[src/rtl/cacr_params.svh]
`ifndef CACR_PARAMS_SVH
`define CACR_PARAMS_SVH
// register offsets
`define CACR_LDO_OFS      8'h07
`define CACR_PB_OFS       8'h08
`define CACR_INPUT_LIMIT_PIN_OFS     8'h09
`define CACR_MON_OFS      8'h0A
// reset values
`define CACR_LDO_RST      8'h7C
`define CACR_PB_RST       8'h68
`define CACR_INPUT_LIMIT_PIN_RST     8'h0A
`define CACR_MON_RST      8'h00
// host-writable bits per register
`define CACR_LDO_WMASK    8'hFD
`define CACR_PB_WMASK     8'hFC
`define CACR_INPUT_LIMIT_PIN_WMASK   8'h7F
// field positions
`define CACR_LDO_EN_BIT   7
`define CACR_LDO_CODE_HI  6
`define CACR_LDO_CODE_LO  2
`define CACR_REQ_VIN_BIT  0
`define CACR_WAKE_S_BIT   7
`define CACR_WAKE_L_BIT   6
`define CACR_POST_BIT     5
`define CACR_RST_SEL_HI   4
`define CACR_RST_SEL_LO   3
`define CACR_PIN_SEL_BIT  2
`define CACR_FLAG_S_BIT   1
`define CACR_FLAG_L_BIT   0
`define CACR_GRST_BIT     7
`define CACR_INPUT_CURRENT_LIMIT_CODE_HI     5
`define CACR_INPUT_CURRENT_LIMIT_CODE_LO     3
`define CACR_BATTERY_UNDERVOLTAGE_CODE_HI     2
`define CACR_BATTERY_UNDERVOLTAGE_CODE_LO     0
`define CACR_TRIG_BIT     7
`define CACR_RES_HI       6
`define CACR_RES_LO       2
// analogue scaling, mV and mA
`define CACR_LDO_BASE_MV  12'h320
`define CACR_LDO_STEP_MV  12'h064
`define CACR_LDO_PASS_MV  12'hCE4
`define CACR_INPUT_LIMIT_PIN_BASE_MA 10'h032
`define CACR_INPUT_LIMIT_PIN_STEP_MA 10'h032
`define CACR_BATTERY_UNDERVOLTAGE_CODE_3V0    12'hBB8
`define CACR_BATTERY_UNDERVOLTAGE_CODE_2V6    12'hA28
`define CACR_BATTERY_UNDERVOLTAGE_CODE_2V4    12'h960
`define CACR_BATTERY_UNDERVOLTAGE_CODE_2V2    12'h898
// timing: clock rate and press times in ms
`define CACR_CLK_HZ       125000000
`define CACR_MS_CYC       (`CACR_CLK_HZ / 1000)
`define CACR_WAKE_S0_MS   14'h0050
`define CACR_WAKE_S1_MS   14'h0258
`define CACR_WAKE_L0_MS   14'h03E8
`define CACR_WAKE_L1_MS   14'h05DC
`define CACR_RST_T0_MS    14'h1388
`define CACR_RST_T1_MS    14'h2328
`define CACR_RST_T2_MS    14'h2AF8
`define CACR_RST_T3_MS    14'h3A98
`define CACR_MON_SETTLE   4'h8
`endif

[src/rtl/cacr_pkg.sv]
`default_nettype none
package cacr_pkg;
	typedef logic [7:0] cacr_byte_t;
	typedef logic [13:0] cacr_ms_t;
	typedef enum logic [1:0] {MON_IDLE, MON_SETTLE, MON_EVAL} cacr_mon_state_t;
endpackage : cacr_pkg
`default_nettype wire

[src/rtl/cacr_press_timer.sv]
`include "cacr_params.svh"
`default_nettype none
module cacr_press_timer #(
	parameter int unsigned MS_CYC = `CACR_MS_CYC
) (
	input  wire logic           clk_i,
	input  wire logic           resetn_i,
	input  wire logic           pressed_i,
	input  wire cacr_pkg::cacr_ms_t short_ms_i,
	input  wire cacr_pkg::cacr_ms_t long_ms_i,
	input  wire cacr_pkg::cacr_ms_t reset_ms_i,
	output logic                hit_short_o,
	output logic                hit_long_o,
	output logic                hit_reset_o
);
	import cacr_pkg::*;
	localparam int unsigned PW = $clog2(MS_CYC);
	logic [PW-1:0] pre_ff, nxt_pre;
	cacr_ms_t      ms_ff, nxt_ms, ms_inc;
	logic          tick;
	logic          nxt_hs, nxt_hl, nxt_hr;

	// ms prescaler and press-length counter; release restarts both
	always_comb begin
		tick    = (pre_ff == PW'(MS_CYC - 1));
		ms_inc  = ms_ff + 14'h0001;
		nxt_pre = tick ? '0 : pre_ff + PW'(1);
		nxt_ms  = ms_ff;
		if (tick && ms_ff != 14'h3FFF) begin
			nxt_ms = ms_inc; // saturate so a stuck button never wraps
		end
		if (!pressed_i) begin
			nxt_pre = '0;
			nxt_ms  = '0;
		end
		// one pulse when the press first reaches each threshold
		nxt_hs = pressed_i && tick && ms_inc == short_ms_i;
		nxt_hl = pressed_i && tick && ms_inc == long_ms_i;
		nxt_hr = pressed_i && tick && ms_inc == reset_ms_i;
	end

	always_ff @(posedge clk_i or negedge resetn_i) begin
		if (!resetn_i) begin
			pre_ff      <= '0;
			ms_ff       <= '0;
			hit_short_o <= 1'b0;
			hit_long_o  <= 1'b0;
			hit_reset_o <= 1'b0;
		end else begin
			pre_ff      <= nxt_pre;
			ms_ff       <= nxt_ms;
			hit_short_o <= nxt_hs;
			hit_long_o  <= nxt_hl;
			hit_reset_o <= nxt_hr;
		end
	end
endmodule : cacr_press_timer
`default_nettype wire

[src/rtl/cacr_regs.sv]
`include "cacr_params.svh"
`default_nettype none
module cacr_regs #(
	parameter int unsigned MS_CYC = `CACR_MS_CYC
) (
	input  wire logic                clk_i,
	input  wire logic                resetn_i,
	input  wire cacr_pkg::cacr_byte_t reg_addr_i,
	input  wire cacr_pkg::cacr_byte_t reg_wdata_i,
	input  wire logic                reg_wr_i,
	input  wire logic                reg_rd_i,
	output cacr_pkg::cacr_byte_t     reg_rdata_o,
	input  wire logic                ldo_control_pin_i,
	input  wire logic                push_button_input_n_i,
	input  wire logic                power_good_n_i,
	input  wire logic                vin_in_window_i,
	input  wire logic                input_limit_pin_ext_valid_i,
	input  wire logic [9:0]          input_limit_pin_ext_ma_i,
	input  wire logic [2:0]          mon_step_i,
	input  wire logic                low_power_req_i,
	output logic                     ldo_on_o,
	output logic [4:0]               ldo_code_o,
	output logic [11:0]              ldo_target_mv_o,
	output logic                     ldo_pass_through_o,
	output logic [9:0]               input_limit_ma_o,
	output logic [11:0]              battery_undervoltage_code_mv_o,
	output logic                     battery_undervoltage_code_valid_o,
	output logic                     shared_pin_o,
	output logic                     button_reset_o,
	output logic                     enter_ship_o,
	output logic                     enter_hiz_o,
	output logic [1:0]               mon_band_o,
	output logic                     mon_busy_o
);
	import cacr_pkg::*;
	localparam int unsigned SW = 18;
	localparam logic [SW-1:0] SYNC_RST = 18'h30000;

	// pin synchronisers, one pair of flops per bit
	logic [SW-1:0] pin_raw, s1_ff, s2_ff;
	assign pin_raw = {push_button_input_n_i, power_good_n_i, ldo_control_pin_i,
		vin_in_window_i, input_limit_pin_ext_valid_i, input_limit_pin_ext_ma_i, mon_step_i};
	for (genvar i = 0; i < SW; i++) begin : g_sync
		always_ff @(posedge clk_i or negedge resetn_i) begin
			if (!resetn_i) begin
				s1_ff[i] <= SYNC_RST[i];
				s2_ff[i] <= SYNC_RST[i];
			end else begin
				s1_ff[i] <= pin_raw[i];
				s2_ff[i] <= s1_ff[i];
			end
		end
	end
	logic       pb_n_s, pg_n_s, ctrl_s, vin_ok_s, ext_valid_s;
	logic [9:0] ext_ma_s;
	logic [2:0] step_s;
	assign {pb_n_s, pg_n_s, ctrl_s, vin_ok_s, ext_valid_s, ext_ma_s, step_s} = s2_ff;

	// register file state
	cacr_byte_t ldo_ff, pb_ff, input_limit_pin_ff, mon_ff, rdata_ff;
	cacr_byte_t nxt_ldo, nxt_pb, nxt_input_limit_pin, nxt_mon, nxt_rdata;
	logic wr_ldo, wr_pb, wr_input_limit_pin, wr_mon, rd_pb, glob_rst, trig;
	logic hit_short, hit_long, hit_reset;
	logic mon_store;
	logic [4:0] mon_result;

	// address decode
	always_comb begin
		wr_ldo  = 1'b0;
		wr_pb   = 1'b0;
		wr_input_limit_pin = 1'b0;
		wr_mon  = 1'b0;
		if (reg_addr_i == `CACR_LDO_OFS) begin
			wr_ldo = reg_wr_i;
		end else if (reg_addr_i == `CACR_PB_OFS) begin
			wr_pb = reg_wr_i;
		end else if (reg_addr_i == `CACR_INPUT_LIMIT_PIN_OFS) begin
			wr_input_limit_pin = reg_wr_i;
		end else if (reg_addr_i == `CACR_MON_OFS) begin
			wr_mon = reg_wr_i;
		end
	end
	assign rd_pb    = reg_rd_i && reg_addr_i == `CACR_PB_OFS;
	assign glob_rst = wr_input_limit_pin && reg_wdata_i[`CACR_GRST_BIT];
	assign trig     = (wr_mon && reg_wdata_i[`CACR_TRIG_BIT]) || low_power_req_i;

	// register next values; flag set beats the clear of the same cycle
	always_comb begin
		nxt_ldo   = ldo_ff;
		nxt_pb    = pb_ff;
		nxt_input_limit_pin  = input_limit_pin_ff;
		nxt_mon   = mon_ff;
		nxt_rdata = rdata_ff;
		// only writable bits change; status and spare bits
		if (wr_ldo) begin
			nxt_ldo = (ldo_ff & ~`CACR_LDO_WMASK) | (reg_wdata_i & `CACR_LDO_WMASK);
		end
		if (wr_pb) begin
			nxt_pb = (pb_ff & ~`CACR_PB_WMASK) | (reg_wdata_i & `CACR_PB_WMASK);
		end
		if (wr_input_limit_pin) begin
			nxt_input_limit_pin = reg_wdata_i & `CACR_INPUT_LIMIT_PIN_WMASK; // reset bit never stored
		end
		if (rd_pb) begin
			nxt_pb[`CACR_FLAG_S_BIT] = 1'b0;
			nxt_pb[`CACR_FLAG_L_BIT] = 1'b0;
		end
		if (hit_short) begin
			nxt_pb[`CACR_FLAG_S_BIT] = 1'b1;
		end
		if (hit_long) begin
			nxt_pb[`CACR_FLAG_L_BIT] = 1'b1;
		end
		if (mon_store) begin
			nxt_mon[`CACR_RES_HI:`CACR_RES_LO] = mon_result;
		end
		if (glob_rst) begin
			nxt_ldo  = `CACR_LDO_RST;
			nxt_pb   = `CACR_PB_RST;
			nxt_input_limit_pin = `CACR_INPUT_LIMIT_PIN_RST;
			nxt_mon  = `CACR_MON_RST;
		end
		// read data, trigger and reset bits always read 0
		if (reg_rd_i) begin
			if (reg_addr_i == `CACR_LDO_OFS) begin
				nxt_rdata = ldo_ff;
			end else if (reg_addr_i == `CACR_PB_OFS) begin
				nxt_rdata = pb_ff;
			end else if (reg_addr_i == `CACR_INPUT_LIMIT_PIN_OFS) begin
				nxt_rdata = input_limit_pin_ff;
			end else if (reg_addr_i == `CACR_MON_OFS) begin
				nxt_rdata = mon_ff;
			end else begin
				nxt_rdata = 8'h00;
			end
		end
	end

	always_ff @(posedge clk_i or negedge resetn_i) begin
		if (!resetn_i) begin
			ldo_ff   <= `CACR_LDO_RST;
			pb_ff    <= `CACR_PB_RST;
			input_limit_pin_ff  <= `CACR_INPUT_LIMIT_PIN_RST;
			mon_ff   <= `CACR_MON_RST;
			rdata_ff <= 8'h00;
		end else begin
			ldo_ff   <= nxt_ldo;
			pb_ff    <= nxt_pb;
			input_limit_pin_ff  <= nxt_input_limit_pin;
			mon_ff   <= nxt_mon;
			rdata_ff <= nxt_rdata;
		end
	end
	assign reg_rdata_o = rdata_ff;

	// derived analogue settings
	logic [4:0]  code_ff, nxt_code;
	logic [11:0] tgt_ff, nxt_tgt, bv_ff, nxt_bv;
	logic [9:0]  lim_ff, nxt_lim;
	logic        pass_ff, nxt_pass, bvv_ff, nxt_bvv, ldo_on;
	logic        on_ff;
	logic [2:0]  bcode;
	assign ldo_on = ldo_ff[`CACR_LDO_EN_BIT] || ctrl_s;
	assign bcode  = input_limit_pin_ff[`CACR_BATTERY_UNDERVOLTAGE_CODE_HI:`CACR_BATTERY_UNDERVOLTAGE_CODE_LO];

	always_comb begin
		// code is frozen while running to avoid a live voltage jump
		nxt_code = ldo_on ? code_ff : ldo_ff[`CACR_LDO_CODE_HI:`CACR_LDO_CODE_LO];
		nxt_tgt  = `CACR_LDO_BASE_MV + `CACR_LDO_STEP_MV * {7'h00, code_ff};
		nxt_pass = nxt_tgt > `CACR_LDO_PASS_MV;
		nxt_lim  = `CACR_INPUT_LIMIT_PIN_BASE_MA +
			`CACR_INPUT_LIMIT_PIN_STEP_MA * {7'h00, input_limit_pin_ff[`CACR_INPUT_CURRENT_LIMIT_CODE_HI:`CACR_INPUT_CURRENT_LIMIT_CODE_LO]};
		if (ext_valid_s) begin
			nxt_lim = ext_ma_s;
		end
		nxt_bvv = 1'b1;
		case (bcode)
			3'h2: nxt_bv = `CACR_BATTERY_UNDERVOLTAGE_CODE_3V0;
			3'h4: nxt_bv = `CACR_BATTERY_UNDERVOLTAGE_CODE_2V6;
			3'h5: nxt_bv = `CACR_BATTERY_UNDERVOLTAGE_CODE_2V4;
			3'h6,
			3'h7: nxt_bv = `CACR_BATTERY_UNDERVOLTAGE_CODE_2V2;
			default: begin
				nxt_bv  = 12'h000; // 000, 001 and 011 reserved
				nxt_bvv = 1'b0;
			end
		endcase
	end

	always_ff @(posedge clk_i or negedge resetn_i) begin
		if (!resetn_i) begin
			code_ff <= 5'h1F;
			tgt_ff  <= 12'h000;
			pass_ff <= 1'b0;
			lim_ff  <= 10'h000;
			bv_ff   <= 12'h000;
			bvv_ff  <= 1'b0;
			on_ff   <= 1'b0;
		end else begin
			code_ff <= nxt_code;
			tgt_ff  <= nxt_tgt;
			pass_ff <= nxt_pass;
			lim_ff  <= nxt_lim;
			bv_ff   <= nxt_bv;
			bvv_ff  <= nxt_bvv;
			on_ff   <= ldo_on;
		end
	end
	assign ldo_on_o           = on_ff; // registered so the or of bit and pin cannot glitch
	assign ldo_code_o         = code_ff;
	assign ldo_target_mv_o    = tgt_ff;
	assign ldo_pass_through_o = pass_ff;
	assign input_limit_ma_o   = lim_ff;
	assign battery_undervoltage_code_mv_o         = bv_ff;
	assign battery_undervoltage_code_valid_o      = bvv_ff;

	// push-button timing
	cacr_ms_t short_ms, long_ms, reset_ms;
	always_comb begin
		short_ms = pb_ff[`CACR_WAKE_S_BIT] ? `CACR_WAKE_S1_MS : `CACR_WAKE_S0_MS;
		long_ms  = pb_ff[`CACR_WAKE_L_BIT] ? `CACR_WAKE_L1_MS : `CACR_WAKE_L0_MS;
		case (pb_ff[`CACR_RST_SEL_HI:`CACR_RST_SEL_LO])
			2'h0: reset_ms = `CACR_RST_T0_MS;
			2'h1: reset_ms = `CACR_RST_T1_MS;
			2'h2: reset_ms = `CACR_RST_T2_MS;
			default: reset_ms = `CACR_RST_T3_MS;
		endcase
	end

	cacr_press_timer #(
		.MS_CYC (MS_CYC)
	) u_timer (
		.clk_i       (clk_i),
		.resetn_i    (resetn_i),
		.pressed_i   (!pb_n_s),
		.short_ms_i  (short_ms),
		.long_ms_i   (long_ms),
		.reset_ms_i  (reset_ms),
		.hit_short_o (hit_short),
		.hit_long_o  (hit_long),
		.hit_reset_o (hit_reset)
	);

	// reset waits, still held, for a valid input when that is required
	logic pend_ff, nxt_pend, brst_ff, ship_ff, hiz_ff, pin_ff;
	logic fire, req_in, post_sel, nxt_pin;
	assign req_in   = ldo_ff[`CACR_REQ_VIN_BIT];
	assign post_sel = pb_ff[`CACR_POST_BIT];
	always_comb begin
		fire     = pend_ff && (!req_in || vin_ok_s);
		nxt_pend = pend_ff;
		if (hit_reset) begin
			nxt_pend = 1'b1;
		end
		if (fire || pb_n_s) begin
			nxt_pend = 1'b0;
		end
		nxt_pin = pb_ff[`CACR_PIN_SEL_BIT] ? pb_n_s : pg_n_s;
	end

	always_ff @(posedge clk_i or negedge resetn_i) begin
		if (!resetn_i) begin
			pend_ff <= 1'b0;
			brst_ff <= 1'b0;
			ship_ff <= 1'b0;
			hiz_ff  <= 1'b0;
			pin_ff  <= 1'b1;
		end else begin
			pend_ff <= nxt_pend;
			brst_ff <= fire;
			ship_ff <= fire && !post_sel;
			hiz_ff  <= fire && post_sel;
			pin_ff  <= nxt_pin;
		end
	end
	assign button_reset_o = brst_ff;
	assign enter_ship_o   = ship_ff;
	assign enter_hiz_o    = hiz_ff;
	assign shared_pin_o   = pin_ff;

	// battery monitor band search
	cacr_mon_state_t state_ff, nxt_state;
	logic [1:0] band_ff, nxt_band;
	logic [3:0] cnt_ff, nxt_cnt;
	always_comb begin
		nxt_state  = state_ff;
		nxt_band   = band_ff;
		nxt_cnt    = cnt_ff;
		mon_store  = 1'b0;
		mon_result = 5'h00;
		case (state_ff)
			MON_IDLE: begin
				if (trig) begin
					nxt_state = MON_SETTLE;
					nxt_band  = 2'h3;
					nxt_cnt   = 4'h0;
				end
			end
			MON_SETTLE: begin
				// settle covers comparator delay plus two sync flops
				nxt_cnt = cnt_ff + 4'h1;
				if (cnt_ff == `CACR_MON_SETTLE - 4'h1) begin
					nxt_state = MON_EVAL;
				end
			end
			default: begin
				nxt_state = MON_IDLE;
				if (step_s != 3'h0) begin
					mon_store  = 1'b1;
					mon_result = {band_ff, step_s};
				end else if (band_ff == 2'h0) begin
					mon_store  = 1'b1;
				end else begin
					nxt_state = MON_SETTLE;
					nxt_band  = band_ff - 2'h1;
					nxt_cnt   = 4'h0;
				end
			end
		endcase
	end

	always_ff @(posedge clk_i or negedge resetn_i) begin
		if (!resetn_i) begin
			state_ff <= MON_IDLE;
			band_ff  <= 2'h3;
			cnt_ff   <= 4'h0;
		end else begin
			state_ff <= nxt_state;
			band_ff  <= nxt_band;
			cnt_ff   <= nxt_cnt;
		end
	end
	assign mon_band_o = band_ff;
	assign mon_busy_o = state_ff != MON_IDLE;
endmodule : cacr_regs
`default_nettype wire
[config.mk]
export PLATFORM = sky130hd
export DESIGN_NAME = cacr_regs
export DESIGN_NICKNAME = d
export VERILOG_FILES = /design/src/rtl/cacr_pkg.sv /design/src/rtl/cacr_press_timer.sv /design/src/rtl/cacr_regs.sv
export VERILOG_INCLUDE_DIRS = /design/src /design/src/rtl
export SDC_FILE = /design/constraint.sdc
export NUM_CORES = 1
export LEC_CHECK = 0
export ABC_AREA = 1
export BUFFER_PORTS_ARGS = -buffer_cell sky130_fd_sc_hd__buf_4
export CAP_MARGIN = 20
export CORE_ASPECT_RATIO = 1.4
export CORE_MARGIN = 2
export CORE_UTILIZATION = 30
export DETAILED_ROUTE_END_ITERATION = 6
export SYNTH_ARGS = -nofsm -noshare
export SYNTH_HDL_FRONTEND = slang
export SYNTH_SLANG_ARGS = --single-unit
[constraint.sdc]
create_clock -name clk_i -period 3.15 [get_ports clk_i]
set_input_delay 0.1575 -clock clk_i [delete_from_list [all_inputs] [get_ports clk_i]]
set_output_delay 0.1575 -clock clk_i [all_outputs]
set_load 0.02 [all_outputs]
==> results of run 1 <==
==> Yosys cell counts, drive strengths merged (4+ instances only) <==
library cell | instances | area [sq um]
nand2 | 179 | 714.4
dfrtp | 131 | 3278
inv | 111 | 419.2
nor2 | 76 | 324.1
nand3 | 64 | 320.3
o21ai | 64 | 324.1
ha | 34 | 425.4
a21oi | 28 | 140.1
dfstp | 22 | 578.1
buf | 14 | 101.3
nor3 | 14 | 75.07
nand4 | 13 | 93.84
xor2 | 12 | 105.1
o22ai | 11 | 68.82
nor4 | 4 | 31.28
==> cell families after synthesis <==
group,after synthesis,share of synthesized area (%)
XOR/XNOR,15,1.817
flip-flops,153,53.33
adder cells (fa/ha/maj),35,6.160
other,1,0.05186
AND/OR/NAND/NOR,358,22.36
buffers and inverters,130,7.458
AO/OA/AOI/OAI,116,8.825
==> worst reg2reg max path, delay by kind of cell (launching register included) <==
family,cells,cell delay (ns)
and+or+nand+nor,4,0.35
DFF,1,0.60
xor gates and xnor gates,2,0.47
AOI/OAI and AO/OA,1,0.18
adders and majority gates,4,1.18
==> registers in the layout, indices dropped and copies added (netlist names), 7 cells and up <==
register	flops
ext_ma_s	10
u_timer.ms_ff	14
input_limit_ma_o	10
pb_ff	8
s1_ff	18
reg_rdata_o	8
ldo_ff	7
input_limit_pin_ff	7
battery_undervoltage_code_mv_o	7
u_timer.pre_ff	17
ldo_target_mv_o	10
==> layout make-up <==
class                           instances  area share (%)
Multi-Input combinational cell        530           31.60
Sequential cell                       153           42.60
Timing Repair Buffer                  115           10.35
Clock buffer                           22           5.129
Tap cell                              310           4.285
Clock inverter                         10           1.313
Inverter                              113           4.714
==> per-stage QoR <==
stage,utilization (%),setup WS [ns],hold slack (ns),instance area [sq um],total power [mW]
floorplan,-,0.5110,-0.1381,7249,2.914
global placement,34.60,0.4280,0.2659,8238,3.268
detailed placement,34.60,0.3175,0.2682,8238,3.290
CTS,38.02,0.2906,0.009671,9051,5.356
global route,38.02,0.08882,0.04074,9051,5.570
finish,38.02,0.3070,0.02118,9051,5.289
==> worst paths after layout <==
| kind | start | to |
|---|---|---|
| worst max-delay path | ldo_code_o[1]$_DFFE_PN1N_ | ldo_pass_through_o$_DFF_PN0_ |
| worst min-delay path | reg_wdata_i[0] | ldo_ff[0]$_DFFE_PN0N_ |
| worst max register to register | ldo_code_o[1]$_DFFE_PN1N_ | ldo_pass_through_o$_DFF_PN0_ |
| worst min register to register | s1_ff[7]$_DFF_PN0_ | ext_ma_s[4]$_DFF_PN0_ |
| max in group asynchronous | resetn_i | mon_band_o[0]$_DFFE_PN1P_ |
| min in group asynchronous | resetn_i | input_limit_ma_o[0]$_DFF_PN0_ |
==> power by group through the flow <==
stage / Sequential [mW] / Clock, mW / Combinational (mW)
6_report: 2.30 / 2.02 / 0.969
5_1_grt: 2.33 / 2.15 / 1.09
4_1_cts: 2.31 / 2.07 / 0.984
3_5_place_dp: 2.34 / 0 / 0.952
3_3_place_gp: 2.33 / 0 / 0.936
2_1_floorplan: 2.42 / 0 / 0.494
==> metal layers <==
| layer | wire length, microns | up-vias |
|---|---|---|
| met5 | 0 | - |
| li1 | - | 2851 |
| met3 | 577 | 36 |
| met4 | 552 | 0 |
| met1 | 6575 | 2765 |
| met2 | 9487 | 111 |
==> results.toml, run 1 <==
[status]
status = "complete, no violations"

[detailed_routing]
route.antenna.remaining_nets = 0
drtPass1Iterations = 4
drc = 0
drt_iter0_drc = 284
dr_total_vias = 5763
wl_microns = 17190
viasPerCell = 4.599
wl_per_cell_microns = 13.72

[cts]
hold_buffers = 23
insertion_delay_ns = 0.43
post_cts_resize_count = 0
clockBufferDepth = 2
numCtsBuffers = 17
post_cts_buffers = 0
clock_sinks = 153
cts_htree_levels = 4
cts_root_buffer = "clkbuf_16"
clk_pin_slew_ns = 0.06
cts_tree = "yes"

[logic_synthesis]
ys_warn_count = 0
synth.distinct_cells = 47
synth_ff_type = "dfrtp_1"
synth_edf_count = 0
synth_cells = 808
synthArstFlopShare_pct = 100.0
synth_area_per_cell_sq_um = 8.949
ys_seq_elements = 153
netlist_area_sq_um = 7231
ys_seq_area_share_pct = 53.33

[power]
comb_power_share_pct = 18.3
ir_drop_uv = 309.5
swShare_pct = 28.29
seq_power_share_pct = 43.5
clkPwrFrac_pct = 38.2
power.switching_mw = 1.496
power_density_nw_per_um2 = 584.3
p_leak_nw = 4.452
p_int_mw = 3.793

[global_routing]
met2_usage_pct = 26.69
grt_max_degree = 96
use_met1_pct = 14.89
grt.overflow.total = 0
busiest_layer = "met2"
track_usage_pct = 14.35
grt_pass1_wl_microns = 28680
grt_pass1_vias = 5958
met3_usage_pct = 2.812
antenna_found_initial = 0

[finish]
layout-drive-gt1-share_pct = 18.88
syn_to_final_growth_pct = 25.18
num-nets-final = 1004
fill_cells = 2418
regArea_sq_um = 3856
multi_input_area_sq_um = 2860
fin_cells = 1253
final_common_cell = "nand2_1"
layout_common_cells = "168 x nand2_1, 131 x dfrtp_1, 105 x inv_1, 90 x buf_4, 68 x nor2_1"
antenna_cells = 0

[timing]
period_share_pct = 90.25
fin_crit_ns = 2.843
rsz0062_at_grt = "false"
hold_viol_final = 0
maxSlewViolCount = 0
setup-tns-final_ns = 0
fmaxAchievable_mhz = 351.7
setup_viol = 0
slew_headroom_pct = 40.55
fin_skew_ns = 0.009484
max_slew.worst_pin.slew_ns = 0.8917

[critical_path]
cp_data_required_time_ns = 3.50
critPathArrivalTime_ns = 3.20
reg2reg_slack_ns = 0.31
reg2regPathDepth = 11
critical_path_depth = 11
end_kind = "register"
crit_path_cell_trace = "ha_1, ha_1, ha_1, fa_1, a21oi_1, nor2_1, nor2_1, xor2_1, xor2_1, nand2_1, nor2_1"
max_stage_delay_ns = 0.60
crit_fanout = 6
worstSetupStartpointType = "register"
cp_num_buf_inv = 0
setup.worst_path.class = "reg2reg"
path_delay_family = "adder cells"
cp_slowest_cell = "dfstp_2"

[placement]
place_inst = 1198
hpwl_microns = 12870
portBuffers = 89
gp_congestion = 0.9244

[worst_hold_path]
hold_depth = 3
hp-class = "in2reg"

[die]
die_w_microns = 135.2
die_area_sq_um = 25380
io-pin-count = 96
coreArea_sq_um = 23810
die_h_microns = 187.7
fp-row-count = 67
floorplan.initialDensity_pct = 30.37

[flow_run]
maxCapViolCount = 0
Power figures use the tool's default switching activity.
==> run 2, diff against run 1 <==
--- a/config.mk
+++ b/config.mk
@@ -7,12 +7,14 @@
 export NUM_CORES = 1
 export LEC_CHECK = 0
 export ABC_AREA = 1
-export BUFFER_PORTS_ARGS = -buffer_cell sky130_fd_sc_hd__buf_4
+export BUFFER_PORTS_ARGS = -buffer_cell sky130_fd_sc_hd__buf_2
 export CAP_MARGIN = 20
 export CORE_ASPECT_RATIO = 1.4
 export CORE_MARGIN = 2
 export CORE_UTILIZATION = 30
 export DETAILED_ROUTE_END_ITERATION = 6
+export GPL_ROUTABILITY_DRIVEN = 1
 export SYNTH_ARGS = -nofsm -noshare
 export SYNTH_HDL_FRONTEND = slang
+export SYNTH_HIERARCHICAL = 1
 export SYNTH_SLANG_ARGS = --single-unit
==> results.toml, run 2 <==
[detailed_routing]
drtPass1Iterations = 5
wl_per_cell_microns = 13.16
drt_iter0_drc = 262
viasPerCell = 4.444
route.antenna.remaining_nets = 0
wl_microns = 19230
dr_total_vias = 6493
drc = 0

[finish]
largest_register_ffs = 18
reg_top3 = "s1_ff: 18 flops, u_timer/pre_ff: 17 flops, u_timer/ms_ff: 14 flops"
final_cell_area_sq_um = 9595
final_common_cell = "nand2_1"
layout_common_cells = "264 x nand2_1, 135 x inv_1, 131 x dfrtp_1, 97 x nor2_1, 88 x buf_2"
fin_util_pct = 36.89
layout-drive-gt1-share_pct = 15.92
num-nets-final = 1197
regMostFlops = "s1_ff"
syn_to_final_growth_pct = 21.50
fin_cells = 1461
antenna_cells = 0

[power]
ir_drop_uv = 385.9
power_density_nw_per_um2 = 568.5
p_total_mw = 5.455
p_leak_nw = 4.990

[critical_path]
end_kind = "register"
reg2reg_from = "ldo_code_o[1]$_DFFE_PN1N_"
worstReg2RegEnd = "ldo_pass_through_o$_DFF_PN0_"
reg2reg_slack_ns = 0.58
crit_fanout = 5
cp_data_required_time_ns = 3.48
worstSetupStartpointType = "register"
reg2regPathDepth = 13
critPathArrivalTime_ns = 2.90
setup.worst_path.class = "reg2reg"

[global_routing]
grt_pass1_wl_microns = 31600
grt.overflow.total = 0
grt_pass1_vias = 6399
antenna_found_initial = 0
track_usage_pct = 14.54
grt_max_degree = 94

[logic_synthesis]
synth_ff_type = "dfrtp_1"
ys_seq_elements = 153
ys_warn_count = 6
netlist.area_leader.share_pct = 41.51
synth.distinct_cells = 43
netlist_top_cells_area = "dfrtp_1 42%, nand2_1 13%, dfstp_2 7.3%"
synthTopCellsByCount = "264 x nand2_1, 135 x inv_1, 131 x dfrtp_1"
synth_cells = 965
synthArstFlopShare_pct = 100.0
synth_area_per_cell_sq_um = 8.184
synth_top_cell_by_area = "dfrtp_1"
synth_edf_count = 0
netlist_area_sq_um = 7898
synth_most_common_cell = "nand2_1"
ys_seq_area_share_pct = 48.83

[worst_hold_path]
holdPathEnd = "input_limit_pin_ff[6]$_DFFE_PN0P_"
hold_depth = 3
holdCritStartpoint = "reg_wdata_i[6]"
hp-class = "in2reg"

[cts]
post_cts_buffers = 0
insertion_delay_ns = 0.44
cts_root_buffer = "clkbuf_16"
clk_pin_slew_ns = 0.07
cts_tree = "yes"
post_cts_resize_count = 0
clockBufferDepth = 2
clock_sinks = 153
cts_htree_levels = 4
numCtsBuffers = 17

[timing]
fmaxAchievable_mhz = 389.4
maxSlewViolCount = 0
slew_headroom_pct = 41.69
setup-tns-final_ns = 0
rsz0062_at_grt = "false"
setup_viol = 0
fin_crit_ns = 2.568
fin_skew_ns = 0.01079
setup_slack_ns = 0.5822
hold_ws_ns = 0.01911
max_slew.worst_pin.slew_ns = 0.8747
period_share_pct = 81.52
hold_viol_final = 0

[status]
status = "complete, no violations"

[placement]
portBuffers = 89
place_inst = 1406
hpwl_microns = 14510
gp_congestion = 0.9442
dpl_cell_area_sq_um = 8801
place_ws_ns = 0.5636

[die]
floorplan.initialDensity_pct = 30.36
fp-row-count = 70
die_h_microns = 196.0
coreArea_sq_um = 26010
die_area_sq_um = 27660
io-pin-count = 96
die_w_microns = 141.1

[flow_run]
maxCapViolCount = 0
[run 2: changes by cell type after synthesis, moves of 8 or more]
cell,delta
nor2_1,+29
o21ai_0,-14
nand3_1,+13
nand2_1,+96
nand3b_1,+12
a21oi_1,-8
o21ai_1,-8
inv_1,+30
[run 2: final cells by class]
| cell class | count | area [sq um] |
|---|---|---|
| timing repair buffer | 115 | 704.4 |
| clock buffer | 20 | 446.7 |
| sequential | 153 | 3856 |
| tap | 324 | 405.4 |
| clock inverter | 12 | 117.6 |
| fill | 2677 | 16420 |
| inverter | 138 | 519.2 |
| multi-input combinational | 699 | 3546 |
[run 2: cell families (layout without fill, tap and decap cells)]
kind of cell	Yosys count	in the layout	share of synthesized area (%)
flip-flops	153	153	48.83
XOR/XNOR	18	18	1.996
adder cells (fa/ha/maj)	34	34	5.482
AND/OR/NAND/NOR	507	507	28.50
other	2	49	0.09509
AO/OA/AOI/OAI	91	91	6.591
buffers and inverters	160	285	8.508
[run 2: timing repair]
action,CTS,global route
hold endpoints to repair,97,0
setup endpoints to repair,0,0
hold buffers,23,0
[run 2: report_power, final]
| part | total (mW) | internal (mW) | switching [mW] | leakage, nW |
|---|---|---|---|---|
| sequential | 2.33 | 2.21 | 0.124 | 1.87 |
| clock | 2.00 | 1.12 | 0.879 | 0.276 |
| combinational | 1.12 | 0.403 | 0.722 | 2.85 |
| total | 5.45 | 3.73 | 1.72 | 4.99 |
[run 2: worst max-delay path by stage]
stage	start	end	cells past startpoint
final	ldo_code_o[1]$_DFFE_PN1N_	ldo_pass_through_o$_DFF_PN0_	13
after global routing	ldo_code_o[4]$_DFFE_PN1N_	ldo_pass_through_o$_DFF_PN0_	14
after CTS	ldo_code_o[1]$_DFFE_PN1N_	ldo_pass_through_o$_DFF_PN0_	13
after detailed placement	ldo_code_o[1]$_DFFE_PN1N_	ldo_pass_through_o$_DFF_PN0_	13
after global placement	ldo_code_o[1]$_DFFE_PN1N_	ldo_pass_through_o$_DFF_PN0_	13
after floorplan	ldo_code_o[4]$_DFFE_PN1N_	ldo_pass_through_o$_DFF_PN0_	13
[run 2: routing by layer]
metal	up-vias	part of all wire [%]	track usage [%]
met5	-	0	0
met4	0	2.2	5.852
met3	28	3.8	2.660
met2	129	54	27.58
met1	3013	40	15.71
li1	3323	-	-
[run 2: worst max-delay path, stage by stage, from the launching register on]
cell and delay (ns):
dfstp_2 0.57, ha_1 0.25, ha_1 0.28, ha_1 0.23, inv_1 0.08, fa_1 0.45
inv_1 0.09, nand3_1 0.09, nand2_1 0.10, nand2_1 0.07, nor2_1 0.10, nand3_1 0.08
nand2_1 0.07, nor2_1 0.04
==> run 3, diff against run 2 <==
--- a/config.mk
+++ b/config.mk
@@ -6,7 +6,7 @@
 export SDC_FILE = /design/constraint.sdc
 export NUM_CORES = 1
 export LEC_CHECK = 0
-export ABC_AREA = 1
+export ABC_AREA = 0
 export BUFFER_PORTS_ARGS = -buffer_cell sky130_fd_sc_hd__buf_2
 export CAP_MARGIN = 20
 export CORE_ASPECT_RATIO = 1.4
==> constraint.sdc (replaced) <==
create_clock -name clk_i -period 2.1 [get_ports clk_i]
set_input_delay 0.105 -clock clk_i [delete_from_list [all_inputs] [get_ports clk_i]]
set_output_delay 0.105 -clock clk_i [all_outputs]
set_load 0.02 [all_outputs]
==> results.toml, run 3 <==
[finish]
final_cell_area_sq_um = 10780
regMostFlops = "s1_ff"
antenna_cells = 0
num-nets-final = 1061
layout-drive-gt1-share_pct = 33.87
reg_top3 = "s1_ff: 18 flops, u_timer/pre_ff: 17 flops, u_timer/ms_ff: 14 flops"
fill_cells = 2372
syn_to_final_growth_pct = 41.38
final_common_cell = "dfrtp_1"
layout_common_cells = "131 x dfrtp_1, 105 x buf_4, 88 x buf_2, 63 x nand2_1, 52 x nor2_1"
largest_register_ffs = 18

[cts]
clk_pin_slew_ns = 0.07
cts_tree = "yes"
cts_htree_levels = 4
insertion_delay_ns = 0.43
clockBufferDepth = 2
cts_root_buffer = "clkbuf_16"
numCtsBuffers = 17
clock_sinks = 153

[logic_synthesis]
synth_edf_count = 0
synth.distinct_cells = 70
synthTopCellsByCount = "131 x dfrtp_1, 66 x nand2_1, 53 x nor2_1"
synth_ff_type = "dfrtp_1"
synth_top_cell_by_area = "dfrtp_1"
synth_area_per_cell_sq_um = 10.46
netlist_top_cells_area = "dfrtp_1 43%, dfstp_2 7.6%, ha_1 5.4%"
ys_warn_count = 6
ys_seq_elements = 153
netlist.area_leader.share_pct = 43.01
netlist_area_sq_um = 7622
ys_seq_area_share_pct = 50.59
synthArstFlopShare_pct = 100.0
synth_most_common_cell = "dfrtp_1"
synth_cells = 729

[power]
p_total_mw = 8.248
power_density_nw_per_um2 = 765.4
ir_drop_uv = 757.6
p_leak_nw = 5.017

[critical_path]
cp_data_required_time_ns = 2.44
critPathArrivalTime_ns = 3.11
worstSetupStartpointType = "register"
end_kind = "register"
setup.worst_path.class = "reg2reg"
crit_fanout = 3

[die]
coreArea_sq_um = 25210
die_area_sq_um = 26720
die_h_microns = 192.6
die_w_microns = 138.7
io-pin-count = 96
floorplan.initialDensity_pct = 30.24
fp-row-count = 69

[timing]
max_slew.worst_pin.slew_ns = 0.5204
slew_headroom_pct = 65.18
fin_crit_ns = 2.770
setup_viol = 8
fmaxAchievable_mhz = 361.0
setup-tns-final_ns = -2.586
setup_slack_ns = -0.6704
hold_viol_final = 0
rsz0062_at_grt = "true"
fin_skew_ns = 0.01229
maxSlewViolCount = 0
period_share_pct = 131.9

[global_routing]
grt.overflow.total = 0
grt_pass1_wl_microns = 30280
grt_max_degree = 49
grt_pass1_vias = 6242
antenna_found_initial = 0
track_usage_pct = 14.22

[status]
status = "complete, but fails checks"
violations = "negative setup slack"

[detailed_routing]
wl_per_cell_microns = 13.96
dr_total_vias = 6075
viasPerCell = 4.602
drtPass1Iterations = 4
drc = 0
route.antenna.remaining_nets = 0
wl_microns = 18430
drt_iter0_drc = 266

[placement]
portBuffers = 89
gp_congestion = 0.8412
hpwl_microns = 13240
dpl_cell_area_sq_um = 9280

[flow_run]
maxCapViolCount = 0

[worst_hold_path]
hp-class = "in2reg"
-- run 3: final cells by class --
cell class	count	area [sq um]	share of cell area [%]
Clock buffer	17	425.4	3.948
Clock inverter	15	225.2	2.090
Inverter	37	138.9	1.289
Multi-Input combinational cell	541	4006	37.18
Sequential cell	153	3856	35.78
Tap cell	319	399.1	3.704
Timing Repair Buffer	238	1725	16.01
-- run 3: per-stage QoR --
step / setup slack, ns / hold WS, ns / cells / utilization [%]
floorplan: -0.6356 / -0.1906 / 769 / -
global placement: -0.5883 / 0.04969 / 1241 / 36.81
detailed placement: -0.6192 / 0.05122 / 1241 / 36.81
CTS: -0.6261 / 0.04270 / 1313 / 41.75
global route: -0.7641 / 0.07367 / 1320 / 42.75
finish: -0.6704 / 0.06909 / 1320 / 42.75
-- run 3: metal layers --
layer / share of wire [%] / GRT usage [%] / vias up / wire length, microns
met2: 54 / 26.83 / 157 / 9984
met4: 2.2 / 5.983 / 0 / 413
met1: 39 / 15.41 / 2899 / 7244
met3: 4.3 / 3.027 / 31 / 791
li1: - / - / 2988 / -
met5: 0 / 0 / - / 0
-- run 3: report_power, final --
part           total, mW  internal [mW]  switching (mW)  leakage (nW)
clock               3.40           2.04            1.36         0.317
combinational       1.44          0.657           0.787          2.79
sequential          3.41           3.24           0.169          1.91
total               8.25           5.94            2.31          5.02
-- run 3: cell families (layout without fill, tap and decap cells) --
| family | Yosys count | count (layout) | synth area share [%] |
|---|---|---|---|
| flip-flops | 153 | 153 | 50.59 |
| adder cells (fa/ha/maj) | 35 | 35 | 5.811 |
| XOR/XNOR | 82 | 82 | 9.783 |
| buffers and inverters | 75 | 307 | 4.547 |
| AO/OA/AOI/OAI | 126 | 126 | 10.59 |
| multiplexers | 19 | 19 | 2.659 |
| other | 2 | 42 | 0.09853 |
| AND/OR/NAND/NOR | 237 | 237 | 15.92 |
-- run 3: critical path: stages (launching register included) --
cell and delay [ns]:
dfstp_2 0.57, ha_4 0.21, ha_4 0.26, ha_4 0.12, inv_2 0.04, fa_2 0.56
nand3b_1 0.19, and2_4 0.18, nand2_1 0.06, or4_1 0.40, o211ai_1 0.10
-- run 3: worst paths after layout --
path / startpoint / endpoint / slack (ns) / cells after the start
min: reg_rd_i / reg_rdata_o[0]$_DFFE_PN0P_ / 0.07 / 2
min in group asynchronous: resetn_i / input_limit_ma_o[7]$_DFF_PN0_ / 0.16 / 2
min reg2reg: s1_ff[0]$_DFF_PN0_ / s2_ff[0]$_DFF_PN0_ / 0.35 / 0
max reg2reg: ldo_code_o[1]$_DFFE_PN1N_ / ldo_pass_through_o$_DFF_PN0_ / -0.67 / 10
max: ldo_code_o[1]$_DFFE_PN1N_ / ldo_pass_through_o$_DFF_PN0_ / -0.67 / 10
max in group asynchronous: resetn_i / pb_n_s$_DFF_PN1_ / 1.19 / 3
-- run 3: what timing repair did --
action | in CTS | in global routing
endpoints found under the hold margin | 146 | 0
pin swaps | 15 | 29
hold buffers | 29 | 0
buffers inserted | 11 | 11
setup endpoints to repair | 20 | 36
gates resized for setup | 40 | 40
